File: src/hw/pirq_pkg.sv
// Purpose: Constants, register map and types of the peripheral interrupt request flag block
// Assumes: AHB-Lite register access, one 40 MHz clock mclk, asynchronous active-low reset
// Notes: Index 0 of every per-register array is request/enable register 2, index 3 is register 5

`default_nettype none

package pirq_pkg;

  localparam int NUM_REQ = 4;
  localparam int DATA_W = 8;
  localparam int ADDR_W = 8;

  ////////////////////////////////////////////////////////////////////////////
  // Register byte offsets
  localparam logic [ADDR_W-1:0] ADDR_IRQ_GLOBAL_CONTROL = 8'h00;
  localparam logic [ADDR_W-1:0] ADDR_PERIPH_IRQ_ENABLE_2 = 8'h04;
  localparam logic [ADDR_W-1:0] ADDR_PERIPH_IRQ_ENABLE_3 = 8'h08;
  localparam logic [ADDR_W-1:0] ADDR_PERIPH_IRQ_ENABLE_4 = 8'h0c;
  localparam logic [ADDR_W-1:0] ADDR_PERIPH_IRQ_ENABLE_5 = 8'h10;
  localparam logic [ADDR_W-1:0] ADDR_PERIPH_IRQ_REQUEST_2 = 8'h14;
  localparam logic [ADDR_W-1:0] ADDR_PERIPH_IRQ_REQUEST_3 = 8'h18;
  localparam logic [ADDR_W-1:0] ADDR_PERIPH_IRQ_REQUEST_4 = 8'h1c;
  localparam logic [ADDR_W-1:0] ADDR_PERIPH_IRQ_REQUEST_5 = 8'h20;
  localparam logic [ADDR_W-1:0] ADDR_EVENT_STATUS = 8'h24;
  localparam logic [ADDR_W-1:0] ADDR_EVENT_CLEAR = 8'h28;
  localparam logic [ADDR_W-1:0] ADDR_EVENT_ENABLE = 8'h2c;

  ////////////////////////////////////////////////////////////////////////////
  // Global control fields
  localparam int GLOBAL_IRQ_ENABLE_BIT = 7;
  localparam int PERIPH_IRQ_ENABLE_BIT = 6;

  // Flag positions within the request registers
  localparam int OSC_FAIL_FLAG_BIT = 7;
  localparam int CMP2_FLAG_BIT = 6;
  localparam int CMP1_FLAG_BIT = 5;
  localparam int BUS_COLLISION_FLAG_BIT = 3;
  localparam int TIMER6_MATCH_FLAG_BIT = 2;
  localparam int TIMER4_MATCH_FLAG_BIT = 1;
  localparam int CAPCOMP2_FLAG_BIT = 0;
  localparam int ANGULAR_TIMER_FLAG_BIT = 2;

  ////////////////////////////////////////////////////////////////////////////
  // Implemented and software-writable bits, index 0 is register 2
  // Register 2: bit 4 absent; 3: bits 7-6 absent; 4: all; 5: bit 3 absent
  localparam logic [NUM_REQ-1:0][DATA_W-1:0] REQ_IMPL_MASK = {8'hf7, 8'hff, 8'h3f, 8'hef};
  // Register 5 bit 2 is hardware-set only
  localparam logic [NUM_REQ-1:0][DATA_W-1:0] REQ_WRITE_MASK = {8'hf3, 8'hff, 8'h3f, 8'hef};
  localparam logic [NUM_REQ-1:0][DATA_W-1:0] ENA_IMPL_MASK = {8'hf7, 8'hff, 8'h3f, 8'hef};
  localparam logic [DATA_W-1:0] GLOBAL_IMPL_MASK = 8'hc0;
  localparam logic [DATA_W-1:0] FLAG_RESET = 8'h00;
  localparam logic [NUM_REQ-1:0] EVENT_RESET = 4'h0;

  ////////////////////////////////////////////////////////////////////////////
  // Bus constants
  localparam logic [1:0] HTRANS_NONSEQ = 2'h2;
  localparam logic HRESP_OKAY = 1'b0;
  localparam logic [31:0] HRDATA_RESET = 32'h0000_0000;

  typedef enum logic [1:0] {
    PH_IDLE,
    PH_WRITE,
    PH_READ
  } pirq_phase_type;

endpackage

`default_nettype wire

File: src/hw/pirq_bank_if.sv
// Purpose: Carrier between the bus front end and the request flag bank
// Assumes: Single clock domain
// Notes: Index 0 is request register 2
`timescale 1ns/1ps
`default_nettype none

interface pirq_bank_if;
  logic [pirq_pkg::NUM_REQ-1:0] wr_sel;
  logic [pirq_pkg::DATA_W-1:0] wdata;
  logic [pirq_pkg::NUM_REQ-1:0][pirq_pkg::DATA_W-1:0] event_in;
  logic [pirq_pkg::NUM_REQ-1:0][pirq_pkg::DATA_W-1:0] flag;
  logic [pirq_pkg::NUM_REQ-1:0] hw_set;

  modport bank (input wr_sel, input wdata, input event_in, output flag, output hw_set);
  modport ctrl (output wr_sel, output wdata, output event_in, input flag, input hw_set);
endinterface

`default_nettype wire

File: src/hw/pirq_flag_bank.sv
// Purpose: Request flag registers 2 to 5
// Assumes: Event inputs are one-cycle or level requests synchronous to mclk
// Notes: A hardware event in the cycle of a software write wins over the written value
`timescale 1ns/1ps
`default_nettype none

module pirq_flag_bank (
  // Clock and reset
  input wire logic mclk,
  input wire logic arst_n,
  // Front end
  pirq_bank_if.bank bank
);

  ////////////////////////////////////////////////////////////////////////////
  genvar i;
  generate
    for (i = 0; i < pirq_pkg::NUM_REQ; i++) begin : g_req
      logic [pirq_pkg::DATA_W-1:0] next_flag;
      logic [pirq_pkg::DATA_W-1:0] hw_bits;

      assign hw_bits = bank.event_in[i] & pirq_pkg::REQ_IMPL_MASK[i];
      assign bank.hw_set[i] = |hw_bits;

      always_comb begin
        next_flag = bank.flag[i];
        if (bank.wr_sel[i]) begin
          // Read-only and absent bits keep their value
          next_flag = (bank.wdata & pirq_pkg::REQ_WRITE_MASK[i]) |
                      (bank.flag[i] & ~pirq_pkg::REQ_WRITE_MASK[i]);
        end
        // Set ignores every enable; set beats a same-cycle clear
        next_flag = (next_flag | hw_bits) & pirq_pkg::REQ_IMPL_MASK[i];
      end

      always_ff @(posedge mclk or negedge arst_n) begin
        if (!arst_n) begin
          bank.flag[i] <= pirq_pkg::FLAG_RESET;
        end else begin
          bank.flag[i] <= next_flag;
        end
      end
    end
  endgenerate

endmodule // pirq_flag_bank

`default_nettype wire

File: src/hw/pirq_top.sv
// Purpose: Peripheral interrupt request flags with enables and AHB-Lite register access
// Assumes: Single AHB-Lite master, word transfers, inputs synchronous to mclk
// Notes: Reads take one wait state so a read right after a write sees the new value
//
// The AHB-Lite interface to the registers and the placing of the registers were chosen for this implementation.
`timescale 1ns/1ps
`default_nettype none

module pirq_top (
  // Clock and reset
  input wire logic mclk,
  input wire logic arst_n,
  // AHB-Lite slave
  input wire logic hsel,
  input wire logic [31:0] haddr,
  input wire logic [1:0] htrans,
  input wire logic hwrite,
  input wire logic [2:0] hsize,
  input wire logic [31:0] hwdata,
  input wire logic hready,
  output logic hreadyout,
  output logic hresp,
  output logic [31:0] hrdata,
  // Register 2 events
  input wire logic osc_fail_event,
  input wire logic cmp2_event,
  input wire logic cmp1_event,
  input wire logic bus_collision_event,
  input wire logic timer6_match_event,
  input wire logic timer4_match_event,
  input wire logic capcomp2_event,
  // Register 3 events
  input wire logic waveform_gen_event,
  input wire logic zero_cross_event,
  input wire logic [3:0] logic_cell_event,
  // Register 4 events
  input wire logic scanner_event,
  input wire logic checksum_event,
  input wire logic [2:0] meas2_event,
  input wire logic [2:0] meas1_event,
  // Register 5 events
  input wire logic timer3_gate_event,
  input wire logic timer3_overflow_event,
  input wire logic timer5_gate_event,
  input wire logic timer5_overflow_event,
  input wire logic angular_timer_event,
  input wire logic loop_ctrl_error_event,
  input wire logic loop_ctrl_done_event,
  // Interrupt outputs
  output logic periph_irq,
  output logic event_irq
);

  ////////////////////////////////////////////////////////////////////////////
  // Internal state
  pirq_bank_if bank_if ();

  pirq_pkg::pirq_phase_type phase;
  logic [pirq_pkg::ADDR_W-1:0] addr_q;
  logic [pirq_pkg::DATA_W-1:0] irq_global_control;
  logic [pirq_pkg::NUM_REQ-1:0][pirq_pkg::DATA_W-1:0] periph_irq_enable;
  logic [pirq_pkg::NUM_REQ-1:0] event_status;
  logic [pirq_pkg::NUM_REQ-1:0] event_enable;
  logic [pirq_pkg::DATA_W-1:0] wbyte;
  logic accept;
  logic wr_active;
  logic [31:0] next_hrdata;
  logic [pirq_pkg::NUM_REQ-1:0] wr_ena_sel;
  logic [pirq_pkg::NUM_REQ-1:0] wr_req_sel;
  logic any_enabled;

  ////////////////////////////////////////////////////////////////////////////
  // Event routing into flag positions
  assign bank_if.event_in[0] = {osc_fail_event, cmp2_event, cmp1_event, 1'b0,
                                bus_collision_event, timer6_match_event,
                                timer4_match_event, capcomp2_event};
  assign bank_if.event_in[1] = {2'h0, waveform_gen_event, zero_cross_event,
                                logic_cell_event};
  assign bank_if.event_in[2] = {scanner_event, checksum_event, meas2_event,
                                meas1_event};
  assign bank_if.event_in[3] = {timer3_gate_event, timer3_overflow_event,
                                timer5_gate_event, timer5_overflow_event, 1'b0,
                                angular_timer_event, loop_ctrl_error_event,
                                loop_ctrl_done_event};

  pirq_flag_bank u_bank (
    .mclk(mclk),
    .arst_n(arst_n),
    .bank(bank_if.bank)
  );

  ////////////////////////////////////////////////////////////////////////////
  // Bus address phase
  assign accept = hsel & hready & (htrans == pirq_pkg::HTRANS_NONSEQ);
  assign wr_active = (phase == pirq_pkg::PH_WRITE);
  assign wbyte = hwdata[pirq_pkg::DATA_W-1:0];

  always_ff @(posedge mclk or negedge arst_n) begin
    if (!arst_n) begin
      phase <= pirq_pkg::PH_IDLE;
      addr_q <= pirq_pkg::ADDR_IRQ_GLOBAL_CONTROL;
    end else begin
      if (accept) begin
        addr_q <= haddr[pirq_pkg::ADDR_W-1:0];
        phase <= hwrite ? pirq_pkg::PH_WRITE : pirq_pkg::PH_READ;
      end else begin
        phase <= pirq_pkg::PH_IDLE;
      end
    end
  end

  // One wait state for reads only; writes complete with zero wait states
  always_ff @(posedge mclk or negedge arst_n) begin
    if (!arst_n) begin
      hreadyout <= 1'b1;
    end else begin
      hreadyout <= !(accept && !hwrite);
    end
  end

  always_ff @(posedge mclk or negedge arst_n) begin
    if (!arst_n) begin
      hresp <= pirq_pkg::HRESP_OKAY;
    end else begin
      hresp <= pirq_pkg::HRESP_OKAY;
    end
  end

  ////////////////////////////////////////////////////////////////////////////
  // Write decode
  always_comb begin
    wr_ena_sel = '0;
    wr_req_sel = '0;
    if (wr_active) begin
      unique case (addr_q)
        pirq_pkg::ADDR_PERIPH_IRQ_ENABLE_2: wr_ena_sel = 4'h1;
        pirq_pkg::ADDR_PERIPH_IRQ_ENABLE_3: wr_ena_sel = 4'h2;
        pirq_pkg::ADDR_PERIPH_IRQ_ENABLE_4: wr_ena_sel = 4'h4;
        pirq_pkg::ADDR_PERIPH_IRQ_ENABLE_5: wr_ena_sel = 4'h8;
        pirq_pkg::ADDR_PERIPH_IRQ_REQUEST_2: wr_req_sel = 4'h1;
        pirq_pkg::ADDR_PERIPH_IRQ_REQUEST_3: wr_req_sel = 4'h2;
        pirq_pkg::ADDR_PERIPH_IRQ_REQUEST_4: wr_req_sel = 4'h4;
        pirq_pkg::ADDR_PERIPH_IRQ_REQUEST_5: wr_req_sel = 4'h8;
        // Unmapped and non-bank addresses: nothing selected here
        default: wr_req_sel = '0;
      endcase
    end
  end

  assign bank_if.wr_sel = wr_req_sel;
  assign bank_if.wdata = wbyte;

  ////////////////////////////////////////////////////////////////////////////
  // Global control
  always_ff @(posedge mclk or negedge arst_n) begin
    if (!arst_n) begin
      irq_global_control <= pirq_pkg::FLAG_RESET;
    end else if (wr_active && addr_q == pirq_pkg::ADDR_IRQ_GLOBAL_CONTROL) begin
      irq_global_control <= wbyte & pirq_pkg::GLOBAL_IMPL_MASK;
    end
  end

  // Enable registers; they never touch the flags
  genvar e;
  generate
    for (e = 0; e < pirq_pkg::NUM_REQ; e++) begin : g_ena
      always_ff @(posedge mclk or negedge arst_n) begin
        if (!arst_n) begin
          periph_irq_enable[e] <= pirq_pkg::FLAG_RESET;
        end else if (wr_ena_sel[e]) begin
          periph_irq_enable[e] <= wbyte & pirq_pkg::ENA_IMPL_MASK[e];
        end
      end
    end
  endgenerate

  ////////////////////////////////////////////////////////////////////////////
  // Block event status: one sticky bit per request register, set by any hardware set
  always_ff @(posedge mclk or negedge arst_n) begin
    if (!arst_n) begin
      event_status <= pirq_pkg::EVENT_RESET;
    end else begin
      // Set wins over a write-one clear in the same cycle
      if (wr_active && addr_q == pirq_pkg::ADDR_EVENT_CLEAR) begin
        event_status <= (event_status & ~wbyte[pirq_pkg::NUM_REQ-1:0]) | bank_if.hw_set;
      end else begin
        event_status <= event_status | bank_if.hw_set;
      end
    end
  end

  always_ff @(posedge mclk or negedge arst_n) begin
    if (!arst_n) begin
      event_enable <= pirq_pkg::EVENT_RESET;
    end else if (wr_active && addr_q == pirq_pkg::ADDR_EVENT_ENABLE) begin
      event_enable <= wbyte[pirq_pkg::NUM_REQ-1:0];
    end
  end

  ////////////////////////////////////////////////////////////////////////////
  // Interrupt outputs, registered, one cycle behind the flags
  always_comb begin
    any_enabled = 1'b0;
    for (int r = 0; r < pirq_pkg::NUM_REQ; r++) begin
      any_enabled = any_enabled | (|(bank_if.flag[r] & periph_irq_enable[r]));
    end
  end

  always_ff @(posedge mclk or negedge arst_n) begin
    if (!arst_n) begin
      periph_irq <= 1'b0;
    end else begin
      // Needs flag, its enable, and both global bits
      periph_irq <= any_enabled &
                    irq_global_control[pirq_pkg::PERIPH_IRQ_ENABLE_BIT] &
                    irq_global_control[pirq_pkg::GLOBAL_IRQ_ENABLE_BIT];
    end
  end

  always_ff @(posedge mclk or negedge arst_n) begin
    if (!arst_n) begin
      event_irq <= 1'b0;
    end else begin
      event_irq <= |(event_status & event_enable);
    end
  end

  ////////////////////////////////////////////////////////////////////////////
  // Read mux; absent bits and unmapped offsets read zero
  always_comb begin
    next_hrdata = '0;
    unique case (addr_q)
      pirq_pkg::ADDR_IRQ_GLOBAL_CONTROL: next_hrdata[7:0] = irq_global_control;
      pirq_pkg::ADDR_PERIPH_IRQ_ENABLE_2: next_hrdata[7:0] = periph_irq_enable[0];
      pirq_pkg::ADDR_PERIPH_IRQ_ENABLE_3: next_hrdata[7:0] = periph_irq_enable[1];
      pirq_pkg::ADDR_PERIPH_IRQ_ENABLE_4: next_hrdata[7:0] = periph_irq_enable[2];
      pirq_pkg::ADDR_PERIPH_IRQ_ENABLE_5: next_hrdata[7:0] = periph_irq_enable[3];
      pirq_pkg::ADDR_PERIPH_IRQ_REQUEST_2: next_hrdata[7:0] = bank_if.flag[0];
      pirq_pkg::ADDR_PERIPH_IRQ_REQUEST_3: next_hrdata[7:0] = bank_if.flag[1];
      pirq_pkg::ADDR_PERIPH_IRQ_REQUEST_4: next_hrdata[7:0] = bank_if.flag[2];
      pirq_pkg::ADDR_PERIPH_IRQ_REQUEST_5: next_hrdata[7:0] = bank_if.flag[3];
      pirq_pkg::ADDR_EVENT_STATUS: next_hrdata[3:0] = event_status;
      pirq_pkg::ADDR_EVENT_ENABLE: next_hrdata[3:0] = event_enable;
      default: next_hrdata = '0;
    endcase
  end

  always_ff @(posedge mclk or negedge arst_n) begin
    if (!arst_n) begin
      hrdata <= pirq_pkg::HRDATA_RESET;
    end else if (phase == pirq_pkg::PH_READ) begin
      hrdata <= next_hrdata;
    end
  end

endmodule // pirq_top

`default_nettype wire

File: config.mk
export PLATFORM = sky130hd
export DESIGN_NAME = pirq_top
export DESIGN_NICKNAME = d
export VERILOG_FILES = /design/src/hw/pirq_pkg.sv /design/src/hw/pirq_bank_if.sv /design/src/hw/pirq_flag_bank.sv /design/src/hw/pirq_top.sv
export SDC_FILE = /design/constraint.sdc
export NUM_CORES = 1
export LEC_CHECK = 0
export BUFFER_PORTS_ARGS = -buffer_cell sky130_fd_sc_hd__buf_2
export CORE_MARGIN = 2
export CORE_UTILIZATION = 40
export CTS_BUF_LIST = sky130_fd_sc_hd__clkbuf_4 sky130_fd_sc_hd__clkbuf_8
export DETAILED_ROUTE_END_ITERATION = 8
export PLACE_DENSITY = 0.67
export SLEW_MARGIN = 20
export SYNTH_ARGS = -nofsm -noshare
export SYNTH_HDL_FRONTEND = slang
export SYNTH_HIERARCHICAL = 1
export SYNTH_SLANG_ARGS = --single-unit
File: constraint.sdc
create_clock -name mclk -period 2.4 [get_ports mclk]
set_input_delay 0 -clock mclk [delete_from_list [all_inputs] [get_ports mclk]]
set_output_delay 0 -clock mclk [all_outputs]
set_load 0.02 [all_outputs]
== Word-level counts from Yosys, hierarchy flattened ==
Cells that the tools add are included.

* Register bits: 87
* Input bits: 102
* Output and inout bits: 36

* Equality and inequality tests: 14
* Muxes and demuxes: 13
* Bitwise logic cells: 21
* Reductions and logical operators: 16

{| class="wikitable"
|+ Operators with widths
! operator !! number
|-
| case mux 4 bit (10 select lines) || 1
|-
| OR reduction 8 bit || 5
|-
| case mux 4 bit (9 select lines) || 1
|-
| == test 8 x 5 -> 1 bit, second input constant || 4
|-
| == test 8 x 6 -> 1 bit, second input constant || 4
|-
| case mux 4 bit (4 select lines) || 2
|-
| bitwise AND 8 bit || 3
|-
| two-way mux 8 bit || 3
|-
| bitwise OR 8 bit || 3
|-
| == test 8 x 4 -> 1 bit, second input constant || 2
|-
| OR reduction 7 bit || 2
|-
| two-way mux 4 bit || 3
|-
| bitwise AND 4 bit || 2
|-
| == test 8 x 3 -> 1 bit, second input constant || 1
|-
| zero test 8 bit || 1
|-
| bitwise OR 4 bit || 2
|-
| bitwise OR 8 x 3 -> 8 bit || 1
|-
| bitwise AND 6 bit || 1
|-
| two-way mux 6 bit || 1
|-
| bitwise OR 6 bit || 1
|-
| OR reduction 6 bit || 1
|-
| bitwise AND 1 bit || 4
|-
| == test 2 bit, second input constant || 2
|-
| logical AND 1 bit || 4
|-
| 6 further kinds || 10
|}

== Longest topological paths before layout ==
* Depth in word-level cells: 7
* Depth in mapped cells: 8

== By module ==
Netlist, hierarchy kept.

{| class="wikitable"
|+ Modules (own cells, without submodules)
! module !! times used !! cells an instance !! area an instance (um^2) !! seq. area each (um^2)
|-
| pirq_top || 1 || 319 || 3439.5 || 1477.7
|-
| pirq_flag_bank || 1 || 104 || 1242.4 || 700.7
|}

== Worst setup path after synthesis ==
OpenSTA, ideal clock, no wires.

* Kind: reg-to-reg
* Start point: register addr_q[5] (netlist name)
* End point: register u_bank.bank.flag[3]
* Library setup time: 0.124 ns
* Data arrival time: 2.197 ns
* Required time: 2.276 ns
* Path slack: 0.079 ns
* Stages on the path, launching flop included: 9
* Path buffers: 3
* Period minus slack after synthesis: 2.321 ns
* Path through: dfrtp_1 buf_2 nor4b_4 buf_4 nand2_1 nor4_1 buf_4 nor2b_1 a211o_1

* Longest elaborated chain between the ends: 5
* Elaborated cells between the ends (all ways): 8
* Classes of those cells: 4 x eq/ne; 3 x mux; 1 x bitwise

{| class="wikitable"
|+ Ends and longest elaborated chain
! item !! RTL line !! text
|-
| start, declared || pirq_top.sv:59 || <nowiki>logic [pirq_pkg::ADDR_W-1:0] addr_q;</nowiki>
|-
| start signal, assigned || pirq_top.sv:101 || <nowiki>addr_q <= pirq_pkg::ADDR_IRQ_GLOBAL_CONTROL;</nowiki>
|-
| start signal, assigned || pirq_top.sv:104 || <nowiki>addr_q <= haddr[pirq_pkg::ADDR_W-1:0];</nowiki>
|-
| == test 8 x 6 -> 1 bit / == test 8 x 5 -> 1 bit (equally long branches) || pirq_top.sv:135 || <nowiki>unique case (addr_q)</nowiki>
|-
| case mux 4 bit (4 select lines) * || pirq_top.sv:135 ||
|-
| two-way mux 4 bit * || pirq_top.sv:134 || <nowiki>if (wr_active) begin</nowiki>
|-
| via bank_if.wr_sel (one bit) || pirq_bank_if.sv:8 || <nowiki>logic [pirq_pkg::NUM_REQ-1:0] wr_sel;</nowiki>
|-
| two-way mux 8 bit * || pirq_flag_bank.sv:27 || <nowiki>if (bank.wr_sel[i]) begin</nowiki>
|-
| bitwise OR 8 bit * || pirq_flag_bank.sv:33 || <nowiki>next_flag = (next_flag | hw_bits) & pirq_pkg::REQ_IMPL_MASK[i];</nowiki>
|-
| via u_bank.g_req[0].next_flag (one bit) || pirq_flag_bank.sv:19 || <nowiki>logic [pirq_pkg::DATA_W-1:0] next_flag;</nowiki>
|-
| end signal, assigned by index || pirq_flag_bank.sv:38 || <nowiki>bank.flag[i] <= pirq_pkg::FLAG_RESET;</nowiki>
|-
| end signal, assigned by index || pirq_flag_bank.sv:40 || <nowiki>bank.flag[i] <= next_flag;</nowiki>
|-
| end, declared || pirq_bank_if.sv:14 || <nowiki>modport bank (input wr_sel, input wdata, input event_in, output flag, output hw_set);</nowiki>
|}

Mark *: on every way through the listed nets, which the timed path passes. The rest lies on a longest branch.
A chain may end at the register's enable or synchronous reset.

== Worst setup path after layout ==
* Start point: register addr_q[2] (netlist name)
* End point: register u_bank.bank.flag[28]

* Longest elaborated chain between the ends: 5
* Elaborated cells between the ends (all ways): 8
* Classes of those cells: 4 x eq/ne; 3 x mux; 1 x bitwise

{| class="wikitable"
|+ Ends and longest elaborated chain
! item !! RTL line
|-
| == test 8 x 6 -> 1 bit / == test 8 x 5 -> 1 bit (equally long branches) || pirq_top.sv:135
|-
| case mux 4 bit (4 select lines) * || pirq_top.sv:135
|-
| two-way mux 4 bit * || pirq_top.sv:134
|-
| via bank_if.wr_sel (one bit) || pirq_bank_if.sv:8
|-
| two-way mux 8 bit * || pirq_flag_bank.sv:27
|-
| bitwise OR 8 bit * || pirq_flag_bank.sv:33
|-
| via u_bank.g_req[3].next_flag (one bit) || pirq_flag_bank.sv:19
|}

Marks and branches as above.

==> reports/summary.log <==
qor: timing.final-max-slew-violation-count 0
qor: min_path.worst_hold_path.num_cells 3
qor: drt.drt_drc_violations_left 0
qor: cts.clock_sinks 87
qor: drt.wirelength 13210 um
qor: cells_and_area.antenna-diode-count 0
qor: cells_and_area.post_route_cells_drive_above_1_share 0.3007
qor: cells_and_area.area_occupied_by_registers 2178 um2
qor: placed_design.dp_hpwl 9789 um
qor: global_route.grt_start_max_net_pins 58
qor: global_route.gr-usage-all-layers 0.2186
qor: cells_and_area.flow.area_growth_from_synthesis 21.86%
qor: critical_path.rr_worst_depth 5
qor: critical_path.regToRegSetupSlack 0.35 ns
qor: power_and_ir_drop.irDropWorstVdd 367.4 uV
qor: synthesis.synth_cell_types 58
qor: synthesis.synth_seq_cells 87
qor: global_route.globalRoute.totalOverflow 0
qor: cells_and_area.multi_input_area 2283 um2
qor: cts.clk_pin_slew 0.09 ns
qor: cts.cts_repair_resize_count 0
qor: cts.cts_made_buffers 9
qor: synthesis.yosys_warnings 6
qor: timing.min_period_over_period 0.8546
qor: cts.cts_tree done
qor: global_route.grt_pass1_wl 21060 um
qor: timing.tightestPinTransition 0.7289 ns
qor: global_route.grt_pass1_vias 3803
qor: power_and_ir_drop.power.static_leakage 2.292 nW
qor: timing.max_freq 0.4876 GHz
qor: timing.final-hold-violation-count 0
qor: placed_design.placement.setup.worst_slack 0.3717 ns
qor: min_path.timing.hold.worst.class in2reg
qor: timing.final_sum_of_negative_setup_slack 0 ns
qor: critical_path.cp.required 2.65 ns
qor: cts.worstSkewPairLatency 0.37 ns
qor: synthesis.synth_enable_flop_cells 0
qor: synthesis.ys_dominant_reg_cell sky130_fd_sc_hd__dfrtp_1
qor: synthesis.synth.yosys.seq_area_share 0.4653
qor: cts.cts.root.buffer_cell sky130_fd_sc_hd__clkbuf_8
qor: placed_design.portBuffers 61
qor: cts.post_cts_buffers 0
qor: cells_and_area.fillerInstances 1033
qor: placed_design.dp_cells 627
qor: synthesis.syn-cell-area 4682 um2
qor: floorplanning.row_count 39
qor: critical_path.reg2reg_to u_bank/bank.flag[28]
qor: critical_path.arrival 2.30 ns
qor: cts.clockBufferDepth 2
qor: synthesis.gate_count_of_the_mapped_netlist 423
qor: power_and_ir_drop.power 0.003410 W
qor: min_path.min_to event_status[2]
qor: timing.final.setup.worst_slack 0.3491 ns
qor: critical_path.worst-path-max-fanout 15
qor: drt.firstDrtPassIters 5
qor: drt.drtAntennaViolNets 0
qor: critical_path.setup.worst_path.end_class register
qor: synthesis.mapped_avg_cell_area 11.07 um2
qor: critical_path.r2r_start addr_q[2]
qor: drt.detail_route.iter0.violations 238
qor: floorplanning.ios 138
qor: timing.slew-limit-headroom 0.5140
qor: cells_and_area.layout.cells.non_filler 685
qor: floorplanning.die_h 112.2 um
qor: floorplanning.start_util 0.4100
qor: timing.min_period 2.051 ns
qor: cells_and_area.finish.net_count 639
qor: global_route.antenna_found_initial 0
qor: power_and_ir_drop.power_per_unit_of_standard_cell_area 597.7 nW/um2
qor: floorplanning.chipWidth 112.2 um
qor: floorplanning.die-area 12590 um2
qor: cts.htree_levels 3
qor: floorplanning.core_area 11420 um2
qor: drt.avgViaCountPerCell 5.514
qor: drt.avgRoutedWirePerCell 19.28 um
qor: job.maxCapViolations 0
qor: timing.grt_setup_unrepaired no
qor: run_status.outcome completed
qor: drt.routed-via-count 3777
qor: critical_path.startpoint_type register
qor: critical_path.worstSetupPathType reg2reg
qor: placed_design.routabilityCongestion 0.8918
qor: synthesis.async_reset_ff_frac 1.000
qor: timing.clock_skew 0.01270 ns
qor: timing.setup-violations-final 0
qor: min_path.hp-start hwdata[2]
## power breakdown
part,switching (W),leakage [nW],internal [W]
Clock,0.000555,0.0935,0.000378
Sequential,0.000150,0.940,0.00155
Combinational,0.000421,1.26,0.000361
## Yosys cell counts, types with 2 or more instances
library cell | count | area, um2
sky130_fd_sc_hd__and2_1 | 3 | 18.77
sky130_fd_sc_hd__nor3_1 | 6 | 30.03
sky130_fd_sc_hd__o22ai_1 | 4 | 25.02
sky130_fd_sc_hd__nor4_1 | 7 | 43.79
sky130_fd_sc_hd__inv_1 | 3 | 11.26
sky130_fd_sc_hd__nor2_1 | 11 | 41.29
sky130_fd_sc_hd__a211oi_1 | 3 | 22.52
sky130_fd_sc_hd__mux2_2 | 45 | 506.7
sky130_fd_sc_hd__a221oi_1 | 3 | 26.28
sky130_fd_sc_hd__buf_2 | 10 | 50.05
sky130_fd_sc_hd__conb_1 | 2 | 7.510
sky130_fd_sc_hd__a21oi_1 | 6 | 30.03
sky130_fd_sc_hd__nand2b_1 | 4 | 25.02
sky130_fd_sc_hd__or4_1 | 2 | 15.01
sky130_fd_sc_hd__nand3_1 | 12 | 60.06
sky130_fd_sc_hd__nand3b_1 | 2 | 15.01
sky130_fd_sc_hd__o21ai_1 | 5 | 25.02
sky130_fd_sc_hd__nand2_1 | 29 | 108.9
sky130_fd_sc_hd__nand4_1 | 4 | 25.02
sky130_fd_sc_hd__a21o_1 | 5 | 37.54
sky130_fd_sc_hd__a22oi_1 | 18 | 135.1
sky130_fd_sc_hd__nor4b_4 | 2 | 47.55
sky130_fd_sc_hd__mux2i_1 | 13 | 130.1
sky130_fd_sc_hd__a22o_1 | 3 | 26.28
sky130_fd_sc_hd__a211o_1 | 21 | 183.9
sky130_fd_sc_hd__dfrtp_1 | 86 | 2152
sky130_fd_sc_hd__buf_4 | 33 | 247.7
sky130_fd_sc_hd__a31oi_1 | 3 | 18.77
sky130_fd_sc_hd__o21ai_0 | 11 | 55.05
sky130_fd_sc_hd__a211o_2 | 6 | 60.06
sky130_fd_sc_hd__nor2b_1 | 34 | 212.7
## per-layer routing
metal,up-vias,track usage,routed length [um]
li1,1735,-,-
met1,1861,0.3005,5970
met2,162,0.3498,6236
met3,19,0.04212,757
met4,0,0.07317,240
met5,-,0,0
## layout by cell type, fill, tap and decap left out, types with 9 or more instances in the layout
| cell | count |
|---|---|
| sky130_fd_sc_hd__dfrtp_1 | 86 |
| sky130_fd_sc_hd__buf_2 | 60 |
| sky130_fd_sc_hd__mux2_2 | 45 |
| sky130_fd_sc_hd__dlygate4sd3_1 | 42 |
| sky130_fd_sc_hd__nor2b_1 | 34 |
| sky130_fd_sc_hd__nand2_1 | 29 |
| sky130_fd_sc_hd__conb_1 | 29 |
| sky130_fd_sc_hd__a211o_1 | 21 |
| sky130_fd_sc_hd__buf_4 | 19 |
| sky130_fd_sc_hd__a22oi_1 | 18 |
| sky130_fd_sc_hd__mux2i_1 | 13 |
| sky130_fd_sc_hd__nand3_1 | 12 |
| sky130_fd_sc_hd__nor2_1 | 11 |
| sky130_fd_sc_hd__o21ai_0 | 11 |
| sky130_fd_sc_hd__clkbuf_8 | 9 |
## worst max path at each step
stage          startpoint                    to  slack [ns]
2_1_floorplan   addr_q[5]   u_bank/bank.flag[3]        0.08
3_3_place_gp    addr_q[2]  u_bank/bank.flag[25]        0.38
3_5_place_dp    addr_q[7]             hrdata[7]        0.37
4_1_cts         addr_q[7]             hrdata[7]        0.34
5_1_grt         addr_q[4]             hrdata[5]        0.22
6_report        addr_q[2]  u_bank/bank.flag[28]        0.35
## registers in the layout, summed over array words and instances, names as in the netlist
name,cells
event_irq,1
addr_q,8
periph_irq,1
event_status,4
hrdata,8
periph_irq_enable,28
hreadyout,1
event_enable,4
irq_global_control,2
u_bank/bank.flag,28
phase,2
## critical path, stage by stage (launching register included)
cell                      delay, ns
sky130_fd_sc_hd__dfrtp_1       0.61
sky130_fd_sc_hd__or4_1         0.65
sky130_fd_sc_hd__nor2_1        0.17
sky130_fd_sc_hd__buf_4         0.23
sky130_fd_sc_hd__nor2b_1       0.07
sky130_fd_sc_hd__a211o_1       0.22
## per-stage QoR
| stage | hold WS [ns] | area [um2] | utilization |
|---|---|---|---|
| floorplan | -0.2956 | 4783 | - |
| global placement | 0.09936 | 5115 | 0.4480 |
| detailed placement | 0.1110 | 5115 | 0.4480 |
| CTS | 0.009133 | 5705 | 0.4997 |
| global route | 0.04409 | 5705 | 0.4997 |
| finish | 0.02974 | 5705 | 0.4997 |
## final cells by class
type	count	share of cell area
clock buffers	9	0.02171
clock inverters	7	0.008114
inverters	3	0.001974
multi-input cells	314	0.4002
flip-flops and latches	87	0.3818
well taps	143	0.03136
repair buffers	122	0.1548
## what timing repair did
| item | in CTS | in global routing |
|---|---|---|
| hold buffers | 42 | 0 |
| setup endpoints to repair | 0 | 0 |
| hold endpoints to repair | 101 | 0 |
## logic make-up after synthesis
family	count (synthesis)	share of synthesized area
simple gates	129	0.1665
mux	59	0.1408
compound gates	97	0.1558
other cells	2	0.001604
flops	87	0.4653
buf+inv	49	0.07002
(Power assumes the default switching activity.)
